## src/rtl/bootl_params.svh

```systemverilog
`ifndef BOOTL_PARAMS_SVH
`define BOOTL_PARAMS_SVH
// ****************************************
// Timing
// ****************************************
`define BOOTL_CLK_MHZ         25
`define BOOTL_RST_DELAY_US    15
`define BOOTL_RST_DELAY_CYC   ((`BOOTL_RST_DELAY_US * `BOOTL_CLK_MHZ) < 1 ? 1 : \
                               (`BOOTL_RST_DELAY_US * `BOOTL_CLK_MHZ))
// ****************************************
// Image constants
// ****************************************
`define BOOTL_NO_CRC_WORD     32'h0D15_AB1E
`define BOOTL_CRC_POLY        32'hEDB8_8320
`define BOOTL_CRC_PRESET      32'hFFFF_FFFF
`define BOOTL_SECURE_BIT      5
`define BOOTL_FLASH_CMD_READ  8'h03
`define BOOTL_START_ADDR      0
`endif

```

## src/rtl/bootl_pkg.sv

```systemverilog
package bootl_pkg;
    // Sequencer states, gray codes along the usual path
    typedef enum logic [3:0] {
        BOOTL_RESET   = 4'b0000,
        BOOTL_DELAY   = 4'b0001,
        BOOTL_CMD     = 4'b0011,
        BOOTL_LEN     = 4'b0010,
        BOOTL_PROG    = 4'b0110,
        BOOTL_CHECK   = 4'b0111,
        BOOTL_VERIFY  = 4'b0101,
        BOOTL_RUN     = 4'b0100,
        BOOTL_FAIL    = 4'b1100
    } bootl_state_e;
endpackage

```

## src/rtl/bootl_loader.sv

```systemverilog
`timescale 1ns/100ps
`include "bootl_params.svh"

module bootl_loader
    import bootl_pkg::*;
#(
    parameter int ADDR_W    = 15,
    parameter int DELAY_CYC = `BOOTL_RST_DELAY_CYC
) (
    input  wire logic              clk_i,         // Tile clock, 25 MHz
    input  wire logic              rst_b_i,       // Global reset pin, active low
    input  wire logic              ce_i,          // Clock enable, freezes state
    input  wire logic [31:0]       security_i,    // Security register value
    input  wire logic [31:0]       otp_data_i,    // OTP read data, valid in the same cycle as the read strobe
    output logic      [ADDR_W-1:0] otp_addr_o,    // OTP word address
    output logic                   otp_rd_o,      // OTP read strobe
    output logic                   spi_sck_o,     // Flash serial clock
    output logic                   spi_cs_b_o,    // Flash chip select, active low
    output logic      [3:0]        spi_dq_o,      // Flash data out
    output logic      [3:0]        spi_dq_oe_o,   // Flash data output enable
    input  wire logic [3:0]        spi_dq_i,      // Flash data in (pins)
    output logic                   ram_we_o,      // RAM byte write strobe
    output logic      [ADDR_W+1:0] ram_addr_o,    // RAM byte address
    output logic      [7:0]        ram_data_o,    // RAM write byte
    output logic                   core_rst_o,    // Tile held in reset
    output logic                   io_pulldown_o, // Pull-downs on all I/O pins
    output logic                   run_o,         // Program started
    output logic      [ADDR_W+1:0] start_addr_o,  // Execution start address
    output logic                   boot_fail_o    // CRC mismatch flag
);
    // ****************************************
    // CRC byte update
    // ****************************************
    function automatic logic [31:0] crc_byte(input logic [31:0] c, input logic [7:0] b);
        logic [31:0] r;
        r = c ^ {24'h00_0000, b};
        for (int i = 0; i < 8; i++) begin
            r = r[0] ? ((r >> 1) ^ `BOOTL_CRC_POLY) : (r >> 1);
        end
        return r;
    endfunction

    // ****************************************
    // Input synchronisers
    // ****************************************
    logic [3:0] dq_s1_reg, dq_s2_reg;
    logic       rst_s1_reg, rst_s2_reg;
    always_ff @(posedge clk_i) begin
        dq_s1_reg  <= spi_dq_i;
        dq_s2_reg  <= dq_s1_reg;
        rst_s1_reg <= rst_b_i;
        rst_s2_reg <= rst_s1_reg;
    end

    // ****************************************
    // Sequencer
    // ****************************************
    bootl_state_e      st_reg, st_next;
    logic [15:0]       cnt_reg, cnt_next;       // Delay / bit counter
    logic [31:0]       len_reg, len_next;       // Program length in words
    logic [31:0]       wcnt_reg, wcnt_next;     // Words stored
    logic [1:0]        bcnt_reg, bcnt_next;     // Byte within word
    logic [31:0]       chk_reg, chk_next;
    logic [31:0]       crc_reg, crc_next;
    logic [7:0]        sh_reg, sh_next;         // Flash byte shifter
    logic [2:0]        bit_reg, bit_next;
    logic              otp_reg, otp_next;       // Boot source is OTP
    logic              otpv_reg, otpv_next;     // OTP data valid next cycle
    logic [ADDR_W-1:0] oa_reg, oa_next;
    logic [ADDR_W+1:0] ra_reg, ra_next;
    logic              we_reg, we_next;
    logic [7:0]        wd_reg, wd_next;
    logic              sck_reg, sck_next, cs_reg, cs_next, mosi_reg, mosi_next;
    logic              byte_ok;
    logic [7:0]        in_byte;
    logic [31:0]       otp_word;
    logic [31:0]       otp_buf_reg, otp_buf_next;
    localparam logic [7:0] FLASH_CMD = `BOOTL_FLASH_CMD_READ; // Flash read opcode

    always_comb begin
        st_next = st_reg; cnt_next = cnt_reg; len_next = len_reg; wcnt_next = wcnt_reg;
        bcnt_next = bcnt_reg; chk_next = chk_reg; crc_next = crc_reg; sh_next = sh_reg;
        bit_next = bit_reg; otp_next = otp_reg; otpv_next = 1'b0; oa_next = oa_reg;
        ra_next = ra_reg; we_next = 1'b0; wd_next = wd_reg; sck_next = sck_reg;
        cs_next = cs_reg; mosi_next = mosi_reg; otp_buf_next = otp_buf_reg;
        byte_ok = 1'b0; in_byte = 8'h00; otp_word = otp_data_i;
        // Byte source: OTP word split LSB first, or flash shifter (MSB first on wire)
        if (otp_reg) begin
            if (otpv_reg) begin
                otp_buf_next = otp_word;
            end
        end
        case (st_reg)
            BOOTL_RESET: begin
                st_next = BOOTL_DELAY; cnt_next = 16'h0000;
            end
            BOOTL_DELAY: begin
                cnt_next = cnt_reg + 16'h0001;
                if (cnt_reg == 16'(DELAY_CYC - 1)) begin
                    otp_next = security_i[`BOOTL_SECURE_BIT];
                    oa_next  = ADDR_W'(`BOOTL_START_ADDR);
                    crc_next = `BOOTL_CRC_PRESET;
                    ra_next  = (ADDR_W+2)'(`BOOTL_START_ADDR);
                    bcnt_next = 2'd0; wcnt_next = 32'h0000_0000;
                    cs_next = security_i[`BOOTL_SECURE_BIT];
                    // First command bit is set up a full cycle before the first rise
                    sh_next = {FLASH_CMD[6:0], 1'b0}; mosi_next = FLASH_CMD[7];
                    bit_next = 3'd0; cnt_next = 16'h0000;
                    st_next = security_i[`BOOTL_SECURE_BIT] ? BOOTL_LEN : BOOTL_CMD;
                    otpv_next = security_i[`BOOTL_SECURE_BIT];
                end
            end
            BOOTL_CMD: begin
                // Read command then 24 zero address bits; data moves as the clock falls
                sck_next = ~sck_reg;
                if (sck_reg) begin
                    mosi_next = (cnt_reg < 16'd7) ? sh_reg[7] : 1'b0;
                    sh_next = {sh_reg[6:0], 1'b0};
                    cnt_next = cnt_reg + 16'h0001;
                    if (cnt_reg == 16'd31) begin
                        st_next = BOOTL_LEN; cnt_next = 16'h0000;
                    end
                end
            end
            default: ;
        endcase
        // Byte reception for LEN/PROG/CHECK
        if (st_reg == BOOTL_LEN || st_reg == BOOTL_PROG || st_reg == BOOTL_CHECK) begin
            if (otp_reg) begin
                if (!otpv_reg && !otpv_next) begin
                    byte_ok = 1'b1;
                    in_byte = otp_buf_reg[8*bcnt_reg +: 8];
                end
            end else begin
                // Synchroniser delay equals two clk_i periods, one serial clock period, so the bit taken at a
                // rising edge shows up while the clock is low; the first low is skipped
                sck_next = ~sck_reg;
                if (sck_reg) begin
                    cnt_next = 16'h0001;
                end else if (cnt_reg != 16'h0000) begin
                    sh_next  = {sh_reg[6:0], dq_s2_reg[1]};
                    bit_next = bit_reg + 3'd1;
                    if (bit_reg == 3'd7) begin
                        byte_ok = 1'b1;
                        in_byte = {sh_reg[6:0], dq_s2_reg[1]};
                    end
                end
            end
        end
        if (byte_ok) begin
            bcnt_next = bcnt_reg + 2'd1;
            if (otp_reg && bcnt_reg == 2'd3) begin
                oa_next = oa_reg + ADDR_W'(1); otpv_next = 1'b1;
            end
            case (st_reg)
                BOOTL_LEN: begin
                    len_next = {in_byte, len_reg[31:8]};
                    crc_next = crc_byte(crc_reg, in_byte);
                    if (bcnt_reg == 2'd3) begin
                        st_next = ({in_byte, len_reg[31:8]} == 32'h0) ? BOOTL_CHECK
                                                                        : BOOTL_PROG;
                    end
                end
                BOOTL_PROG: begin
                    crc_next = crc_byte(crc_reg, in_byte);
                    we_next = 1'b1; wd_next = in_byte;
                    ra_next = ra_reg + (ADDR_W+2)'(1); // Next byte address
                    if (bcnt_reg == 2'd3) begin
                        wcnt_next = wcnt_reg + 32'h1;
                        if (wcnt_reg + 32'h1 == len_reg) st_next = BOOTL_CHECK;
                    end
                end
                default: begin
                    chk_next = {in_byte, chk_reg[31:8]};
                    if (bcnt_reg == 2'd3) st_next = BOOTL_VERIFY;
                end
            endcase
        end
        if (st_reg == BOOTL_VERIFY) begin
            cs_next = 1'b1; sck_next = 1'b0;
            if (chk_reg == `BOOTL_NO_CRC_WORD || chk_reg == ~crc_reg)
                st_next = BOOTL_RUN;
            else
                st_next = BOOTL_FAIL;
        end
        if (st_reg == BOOTL_RUN || st_reg == BOOTL_FAIL) begin
            cs_next = 1'b1; sck_next = 1'b0;
        end
    end

    // Registers; reset pin low forces the held state
    always_ff @(posedge clk_i) begin
        if (!rst_s2_reg) begin
            st_reg <= BOOTL_RESET; cnt_reg <= 16'h0000; len_reg <= 32'h0;
            wcnt_reg <= 32'h0; bcnt_reg <= 2'd0; chk_reg <= 32'h0;
            crc_reg <= `BOOTL_CRC_PRESET; sh_reg <= 8'h00; bit_reg <= 3'd0;
            otp_reg <= 1'b0; otpv_reg <= 1'b0; oa_reg <= '0; ra_reg <= '0;
            we_reg <= 1'b0; wd_reg <= 8'h00; sck_reg <= 1'b0; cs_reg <= 1'b1;
            mosi_reg <= 1'b0; otp_buf_reg <= 32'h0;
        end else if (ce_i) begin
            st_reg <= st_next; cnt_reg <= cnt_next; len_reg <= len_next;
            wcnt_reg <= wcnt_next; bcnt_reg <= bcnt_next; chk_reg <= chk_next;
            crc_reg <= crc_next; sh_reg <= sh_next; bit_reg <= bit_next;
            otp_reg <= otp_next; otpv_reg <= otpv_next; oa_reg <= oa_next;
            ra_reg <= ra_next; we_reg <= we_next; wd_reg <= wd_next;
            sck_reg <= sck_next; cs_reg <= cs_next; mosi_reg <= mosi_next;
            otp_buf_reg <= otp_buf_next;
        end
    end

    // ****************************************
    // Registered outputs
    // ****************************************
    always_ff @(posedge clk_i) begin
        if (!rst_s2_reg) begin
            core_rst_o <= 1'b1; io_pulldown_o <= 1'b1; run_o <= 1'b0;
            boot_fail_o <= 1'b0; ram_we_o <= 1'b0; ram_addr_o <= '0; ram_data_o <= 8'h00;
            spi_sck_o <= 1'b0; spi_cs_b_o <= 1'b1; spi_dq_o <= 4'h0; spi_dq_oe_o <= 4'h0;
            otp_addr_o <= '0; otp_rd_o <= 1'b0; start_addr_o <= '0;
        end else if (ce_i) begin
            core_rst_o    <= (st_next != BOOTL_RUN);
            io_pulldown_o <= 1'b0;
            run_o         <= (st_next == BOOTL_RUN);
            boot_fail_o   <= (st_next == BOOTL_FAIL);
            start_addr_o  <= (ADDR_W+2)'(`BOOTL_START_ADDR);
            ram_we_o      <= we_next;
            ram_addr_o    <= ra_reg; // Address of the byte written now
            ram_data_o    <= wd_next;
            spi_sck_o     <= sck_next;
            spi_cs_b_o    <= cs_next;
            spi_dq_o      <= {3'b000, mosi_next};
            spi_dq_oe_o   <= {3'b000, (st_next == BOOTL_CMD)};
            otp_addr_o    <= oa_next;
            otp_rd_o      <= otpv_next;
        end
    end
endmodule // bootl_loader

```

## config.mk

```make
export PLATFORM = sky130hd
export DESIGN_NAME = bootl_loader
export DESIGN_NICKNAME = d
export VERILOG_FILES = /design/src/rtl/bootl_pkg.sv /design/src/rtl/bootl_loader.sv
export VERILOG_INCLUDE_DIRS = /design/src /design/src/rtl
export SDC_FILE = /design/constraint.sdc
export NUM_CORES = 1
export LEC_CHECK = 0
export ABC_CLOCK_PERIOD_IN_PS = 8630
export BUFFER_PORTS_ARGS = -buffer_cell sky130_fd_sc_hd__buf_2
export CAP_MARGIN = 20
export CORE_ASPECT_RATIO = 0.75
export CORE_UTILIZATION = 30
export DETAILED_ROUTE_END_ITERATION = 8
export PLACE_DENSITY_LB_ADDON = 0.12
export SETUP_SLACK_MARGIN = 0.2
export SKIP_LAST_GASP = 1
export SLEW_MARGIN = 40
export SYNTH_ARGS = -nofsm -noshare
export SYNTH_HDL_FRONTEND = slang
export SYNTH_SLANG_ARGS = --single-unit
```

## constraint.sdc

```tcl
create_clock -name clk_i -period 8.63 [get_ports clk_i]
set_input_delay 0.4315 -clock clk_i [delete_from_list [all_inputs] [get_ports clk_i]]
set_output_delay 0.4315 -clock clk_i [all_outputs]
set_load 0.005 [all_outputs]
```

After elaboration in Yosys (flattened, before gate mapping)
Cells that the tools add are included.
Operators by class
  $add $sub $neg: 6
  reduce and logical (&&, ||, !) cells: 25
  multiplexer cells: 95
  bitwise operators: 12
  order comparisons: 1
  div/mod/pow operators: 0
  shift-type cells: 1
  multipliers: 0
  equality and inequality tests: 21
Operators by type and width (count)
  $mux 32: 17
  $mux 8: 14
  $not 13->14: 8
  $mux 16: 6
  $mux 17: 4
  $eq 32x32->1: 2
  $mux 15: 4
  $pmux 16 s3: 1
  $mux 4: 10
  $add 32x1->32 const B: 1
  $eq 32x28->1 const B: 1
  $logic_not 32->1: 1
  $not 32->32: 1
  $shiftx 32x6->8: 1
  $xor 32x8->32: 1
  $mux 1: 26
  $reduce_and 3->1: 7
  $eq 4x3->1 const B: 5
  $mux 3: 6
  $add 17x1->17 const B: 1
  $add 16x1->16 const B: 1
  $eq 16x5->1 const B: 1
  $eq 16x9->1 const B: 1
  $lt 16x3->1 const B: 1
  other kinds (25): 40
Word-level totals
  ROM bits: 0
  output and inout bits: 73
  logic and storage cells: 190
  memories: 0
  bits in registers: 267
  bits in latches: 0
  memory bits (writable): 0

Depth between registers and ports, before layout
  depth after elaboration: 27
  depth in mapped cells: 13

Least setup slack after synthesis
Ideal clock, no wire load.
  kind: flip-flop to flip-flop
  from: register cnt_reg[7]
  to: register crc_reg[14]
  buffers on the path: 1
  stages on the path, launching flop included: 10
  setup slack: 5.824 ns
  arrival: 2.677 ns
  data required time: 8.501 ns
  cells stage by stage: dfxtp_1 > or4_4 > nand4bb_4 > buf_6 > a21oi_4 > xnor2_4 > xnor3_1 > xor3_1 > o22ai_1 > nand2_1
Between the ends
  word-level cells in the longest chain between the ends: 22
  elaborated cells between the ends (all ways): 33
Ends and longest elaborated chain
  start: declaration: RTL line bootl_loader.sv:59  | logic [15:0] cnt_reg, cnt_next;
  start signal: assignment: RTL line bootl_loader.sv:201  | st_reg <= st_next; cnt_reg <= cnt_next; len_reg <= len_next;
  $eq 16x9->1: RTL line bootl_loader.sv:99  | if (cnt_reg == 16'(DELAY_CYC - 1)) begin
  $mux 1: RTL line bootl_loader.sv:99
  $mux 1: RTL line bootl_loader.sv:93  | case (st_reg)
  $logic_not 1->1: RTL line bootl_loader.sv:130  | if (!otpv_reg && !otpv_next) begin
  $logic_and 1x1->1: RTL line bootl_loader.sv:130
  $mux 8: RTL line bootl_loader.sv:130
  $mux 8: RTL line bootl_loader.sv:129  | if (otp_reg) begin
  $mux 8: RTL line bootl_loader.sv:128  | if (st_reg == BOOTL_LEN || st_reg == BOOTL_PROG || st_reg == BOOTL_CHECK) begin
  (+2 left out)
  $not 13->14 (no source line)
  $mux 32: RTL line bootl_loader.sv:38  | r = r[0] ? ((r >> 1) ^ `BOOTL_CRC_POLY) : (r >> 1);
  $not 13->14 (no source line)
  $mux 32 (4 in a row): RTL line bootl_loader.sv:38
  $not 13->14 (no source line)
  $mux 32 (2 in a row): RTL line bootl_loader.sv:38
  $mux 32
  $mux 32 *: RTL line bootl_loader.sv:150  | if (byte_ok) begin
  end signal: assignment: RTL line bootl_loader.sv:203  | crc_reg <= crc_next; sh_reg <= sh_next; bit_reg <= bit_next;
  end: declaration: RTL line bootl_loader.sv:64  | logic [31:0] crc_reg, crc_next;
Mark *: on every way between the ends. The rest lies on a longest branch, timed or not.
A chain may end at the register's enable or synchronous reset.

Worst setup path after layout
  from: register cnt_reg[0]
  to: register wcnt_reg[20]
Between the ends
  word-level cells in the longest chain between the ends: 9
  elaborated cells between the ends (all ways): 16
Ends and longest elaborated chain
  $eq 16x9->1: RTL line bootl_loader.sv:99
  $mux 1: RTL line bootl_loader.sv:99
  $mux 1: RTL line bootl_loader.sv:93
  $logic_not 1->1: RTL line bootl_loader.sv:130
  $logic_and 1x1->1: RTL line bootl_loader.sv:130
  $mux 1: RTL line bootl_loader.sv:130
  $mux 1: RTL line bootl_loader.sv:129
  $mux 1: RTL line bootl_loader.sv:128
  $mux 32 *: RTL line bootl_loader.sv:150
  end signal: assignment: RTL line bootl_loader.sv:202  | wcnt_reg <= wcnt_next; bcnt_reg <= bcnt_next; chk_reg <= chk_next;
  end: declaration: RTL line bootl_loader.sv:61  | logic [31:0] wcnt_reg, wcnt_next;
Marks and branches as above.

==> flow_metrics.env <==
export IMPL_status="finished clean"
export IMPL_ctsHtreeMaxLevel=1
export IMPL_crit_path_end_kind="register"
export IMPL_async_flop_share_pct=0
export IMPL_start_kind="register"
export IMPL_cts_made_buffers=29
export IMPL_clkLatencyLatePin_ns=0.59
export IMPL_routed_wl_um=44000
export IMPL_slew_violations=0
export IMPL_drive_above_1_share_pct=12.3
export IMPL_postPlaceCellArea_um2=15200
export IMPL_die_area_um2=48700
export IMPL_rsz0062_at_grt="false"
export IMPL_maxCapViolCount=0
export IMPL_pin_count=144
export IMPL_worstPathArrival_ns=4.21
export IMPL_dp_slack_ns=4.94
export IMPL_fin_setup_tns_ns=0
export IMPL_drt_pass1_iter_count=5
export IMPL_clock_root_buffer="clkbuf_16"
export IMPL_p_leak_nw=5.68
export IMPL_hold_path_class="input port to register"
export IMPL_hold_depth=3
export IMPL_setup_viol_count_final=0
export IMPL_totalPowerFinal_mw=2.72
export IMPL_r2r_end="wcnt_reg[20]"
export IMPL_reg2reg_slack_ns=4.92
export IMPL_grt_ovfl_total=0
export IMPL_fin_nets=1852
export IMPL_worstPathMaxFanout=20
export IMPL_post_route_util_pct=34.9
export IMPL_hold_viol_final=0
export IMPL_vdd_drop_max_v=0.000158
export IMPL_drt_iter0_markers=905
export IMPL_yosysWarningCount=0
export IMPL_post_cts_resized=0
export IMPL_period_minus_slack_ns=3.71
export IMPL_criticalPathCategory="register to register"
export IMPL_track_usage_pct=18.0
export IMPL_remaining_drc_errors=0
export IMPL_hold_end="otp_buf_reg[30]"
export IMPL_std_cell_rows=68
export IMPL_clk_pin_slew_worst_paths_ns=0.06
export IMPL_ys_ff_latch=265
export IMPL_start_util_pct=30.8
export IMPL_r2r_start="cnt_reg[0]"
export IMPL_io_buffer_count=86
export IMPL_grt_pass1_wl_um=69000
export IMPL_num_antenna_cells=0
export IMPL_cts_sinks=265
export IMPL_yosysUniqueCellTypes=90
export IMPL_post_dp_hpwl_um=30700
export IMPL_synth_cells=1752
export IMPL_fin_ws_ns=4.92
export IMPL_netlist_area_um2=14300
export IMPL_ys_flop_type="dfxtp_1"
export IMPL_syn_avg_cell_area_um2=8.18
export IMPL_vias_per_cell=5.16
export IMPL_clock_path_buffers=3
export IMPL_synth_edf_count=0
export IMPL_reg2reg_depth=9
export IMPL_wire_per_inst_um=18.2
export IMPL_antenna_found_initial=1
export IMPL_power_density_nw_per_um2=167
export IMPL_num_vias=12500
export IMPL_core_area_um2=46500
export IMPL_die_x_um=254
export IMPL_max_freq_ghz=0.269
export IMPL_hold_start="otp_data_i[30]"
export IMPL_fin_crit_sh_pct=43.0
export IMPL_grt_max_degree=133
export IMPL_slew_headroom_pct=44.1
export IMPL_place_congestion=0.853
export IMPL_grt_pass1_vias=11500
export IMPL_finClkSkew_ns=0.0196
export IMPL_ys_seq_area_share_pct=37.0
export IMPL_finalInstanceArea_um2=16300
export IMPL_ant_nets=0
export IMPL_cts_tree="built"
export IMPL_cp_required_ns=9.12
export IMPL_worst_pin_slew_ns=0.838
export IMPL_syn_to_final_growth_pct=13.4
export IMPL_die_height_um=191
[placed cells by master (no fill, tap or decap), types with 43 or more instances in the layout]
| cell | instances |
|---|---|
| nor3_1 | 45 |
| a21oi_1 | 171 |
| nand4_1 | 43 |
| xor2_1 | 61 |
| buf_2 | 86 |
| xnor2_1 | 62 |
| dfxtp_1 | 264 |
| o21ai_0 | 62 |
| nor2_1 | 181 |
| nand2_1 | 280 |
[critical path, cell delays in order (launching register included)]
cell	delay (ns)
dfxtp_1	0.40
inv_1	0.09
ha_1	0.20
nor3b_1	0.16
nand4bb_4	0.26
nand3_1	0.25
a2111oi_4	0.83
nand3_2	0.58
or4_1	0.66
a21oi_1	0.15
[through the flow]
| stage | hold slack, ns | std cells |
|---|---|---|
| 3_3_place_gp | 0.313 | 2368 |
| 3_5_place_dp | 0.319 | 2368 |
| 4_1_cts | 0.0446 | 2422 |
| 5_1_grt | 0.0658 | 2422 |
| 2_1_floorplan | 0.310 | 1774 |
| 6_report | 0.0819 | 2422 |
[synth_stat cells (8+ instances only)]
| cell | instances | share of area (%) |
|---|---|---|
| a22oi_1 | 14 | 0.73 |
| and3_1 | 17 | 0.74 |
| dfxtp_1 | 265 | 37 |
| buf_4 | 25 | 1.3 |
| clkbuf_1 | 94 | 2.5 |
| o21ai_0 | 62 | 2.2 |
| or3_1 | 15 | 0.65 |
| ha_1 | 10 | 0.87 |
| xnor2_1 | 62 | 3.8 |
| o22ai_1 | 11 | 0.48 |
| nand2_1 | 281 | 7.4 |
| a31oi_1 | 11 | 0.48 |
| a211oi_1 | 30 | 1.6 |
| nor4_1 | 24 | 1.0 |
| buf_2 | 10 | 0.35 |
| nor3_1 | 45 | 1.6 |
| mux2i_1 | 28 | 2.0 |
| nor2b_1 | 8 | 0.35 |
| and4_1 | 8 | 0.49 |
| xnor2_4 | 12 | 2.3 |
| inv_1 | 19 | 0.50 |
| xor2_1 | 61 | 3.7 |
| nand4_1 | 43 | 1.9 |
| o21a_1 | 16 | 0.84 |
| nor2_1 | 185 | 4.8 |
| o22a_1 | 13 | 0.79 |
| nand3b_1 | 11 | 0.58 |
| or4_1 | 13 | 0.68 |
| mux4_2 | 8 | 1.3 |
| nand3_1 | 38 | 1.3 |
| a21oi_1 | 171 | 6.0 |
| nand2b_1 | 8 | 0.35 |
[report_power, final]
part           total, mW  switching [mW]  internal [mW]
clock network       1.42           0.556          0.862
logic             0.0717          0.0538         0.0178
registers           1.23         0.00273           1.23
total               2.72           0.613           2.10
[cell families after synthesis]
| family | after synthesis | synth area share, % |
|---|---|---|
| xor+xnor | 147 | 11.6 |
| mux | 37 | 3.29 |
| other cells | 1 | 0.0262 |
| simple gates | 733 | 24.3 |
| buf+inv | 160 | 5.00 |
| fa+ha+maj | 10 | 0.873 |
| compound gates | 399 | 18.0 |
| flops | 265 | 37.0 |
[timing repair]
action,4_1_cts,5_1_grt
hold endpoints to repair,2,0
setup endpoints to repair,0,0
setup buffers,0,0
hold buffers,2,0
[cell type report]
type | instances | area, um^2
fillers | 4847 | 30300
flip-flops and latches | 265 | 5310
clock inverters | 17 | 290
well taps | 630 | 788
repair buffers | 105 | 582
inverters | 21 | 86.3
multi-input cells | 1349 | 8420
clock buffers | 35 | 788
[worst max path at each step]
stage	to	slack, ns	startpoint	depth (start not counted)
4_1_cts	wcnt_reg[22]	4.90	cnt_reg[0]	9
3_5_place_dp	wcnt_reg[22]	4.94	cnt_reg[0]	9
3_3_place_gp	wcnt_reg[22]	4.63	cnt_reg[0]	9
6_report	wcnt_reg[20]	4.92	cnt_reg[0]	9
5_1_grt	wcnt_reg[20]	4.70	cnt_reg[0]	9
2_1_floorplan	crc_reg[14]	5.82	cnt_reg[7]	9
[per-layer routing]
metal	track usage, %	wire length (um)
met1	28.6	23300
met2	25.0	17800
met3	2.67	2060
met4	3.59	851
met5	0	12
No activity file was read; power rests on OpenSTA's default activity.
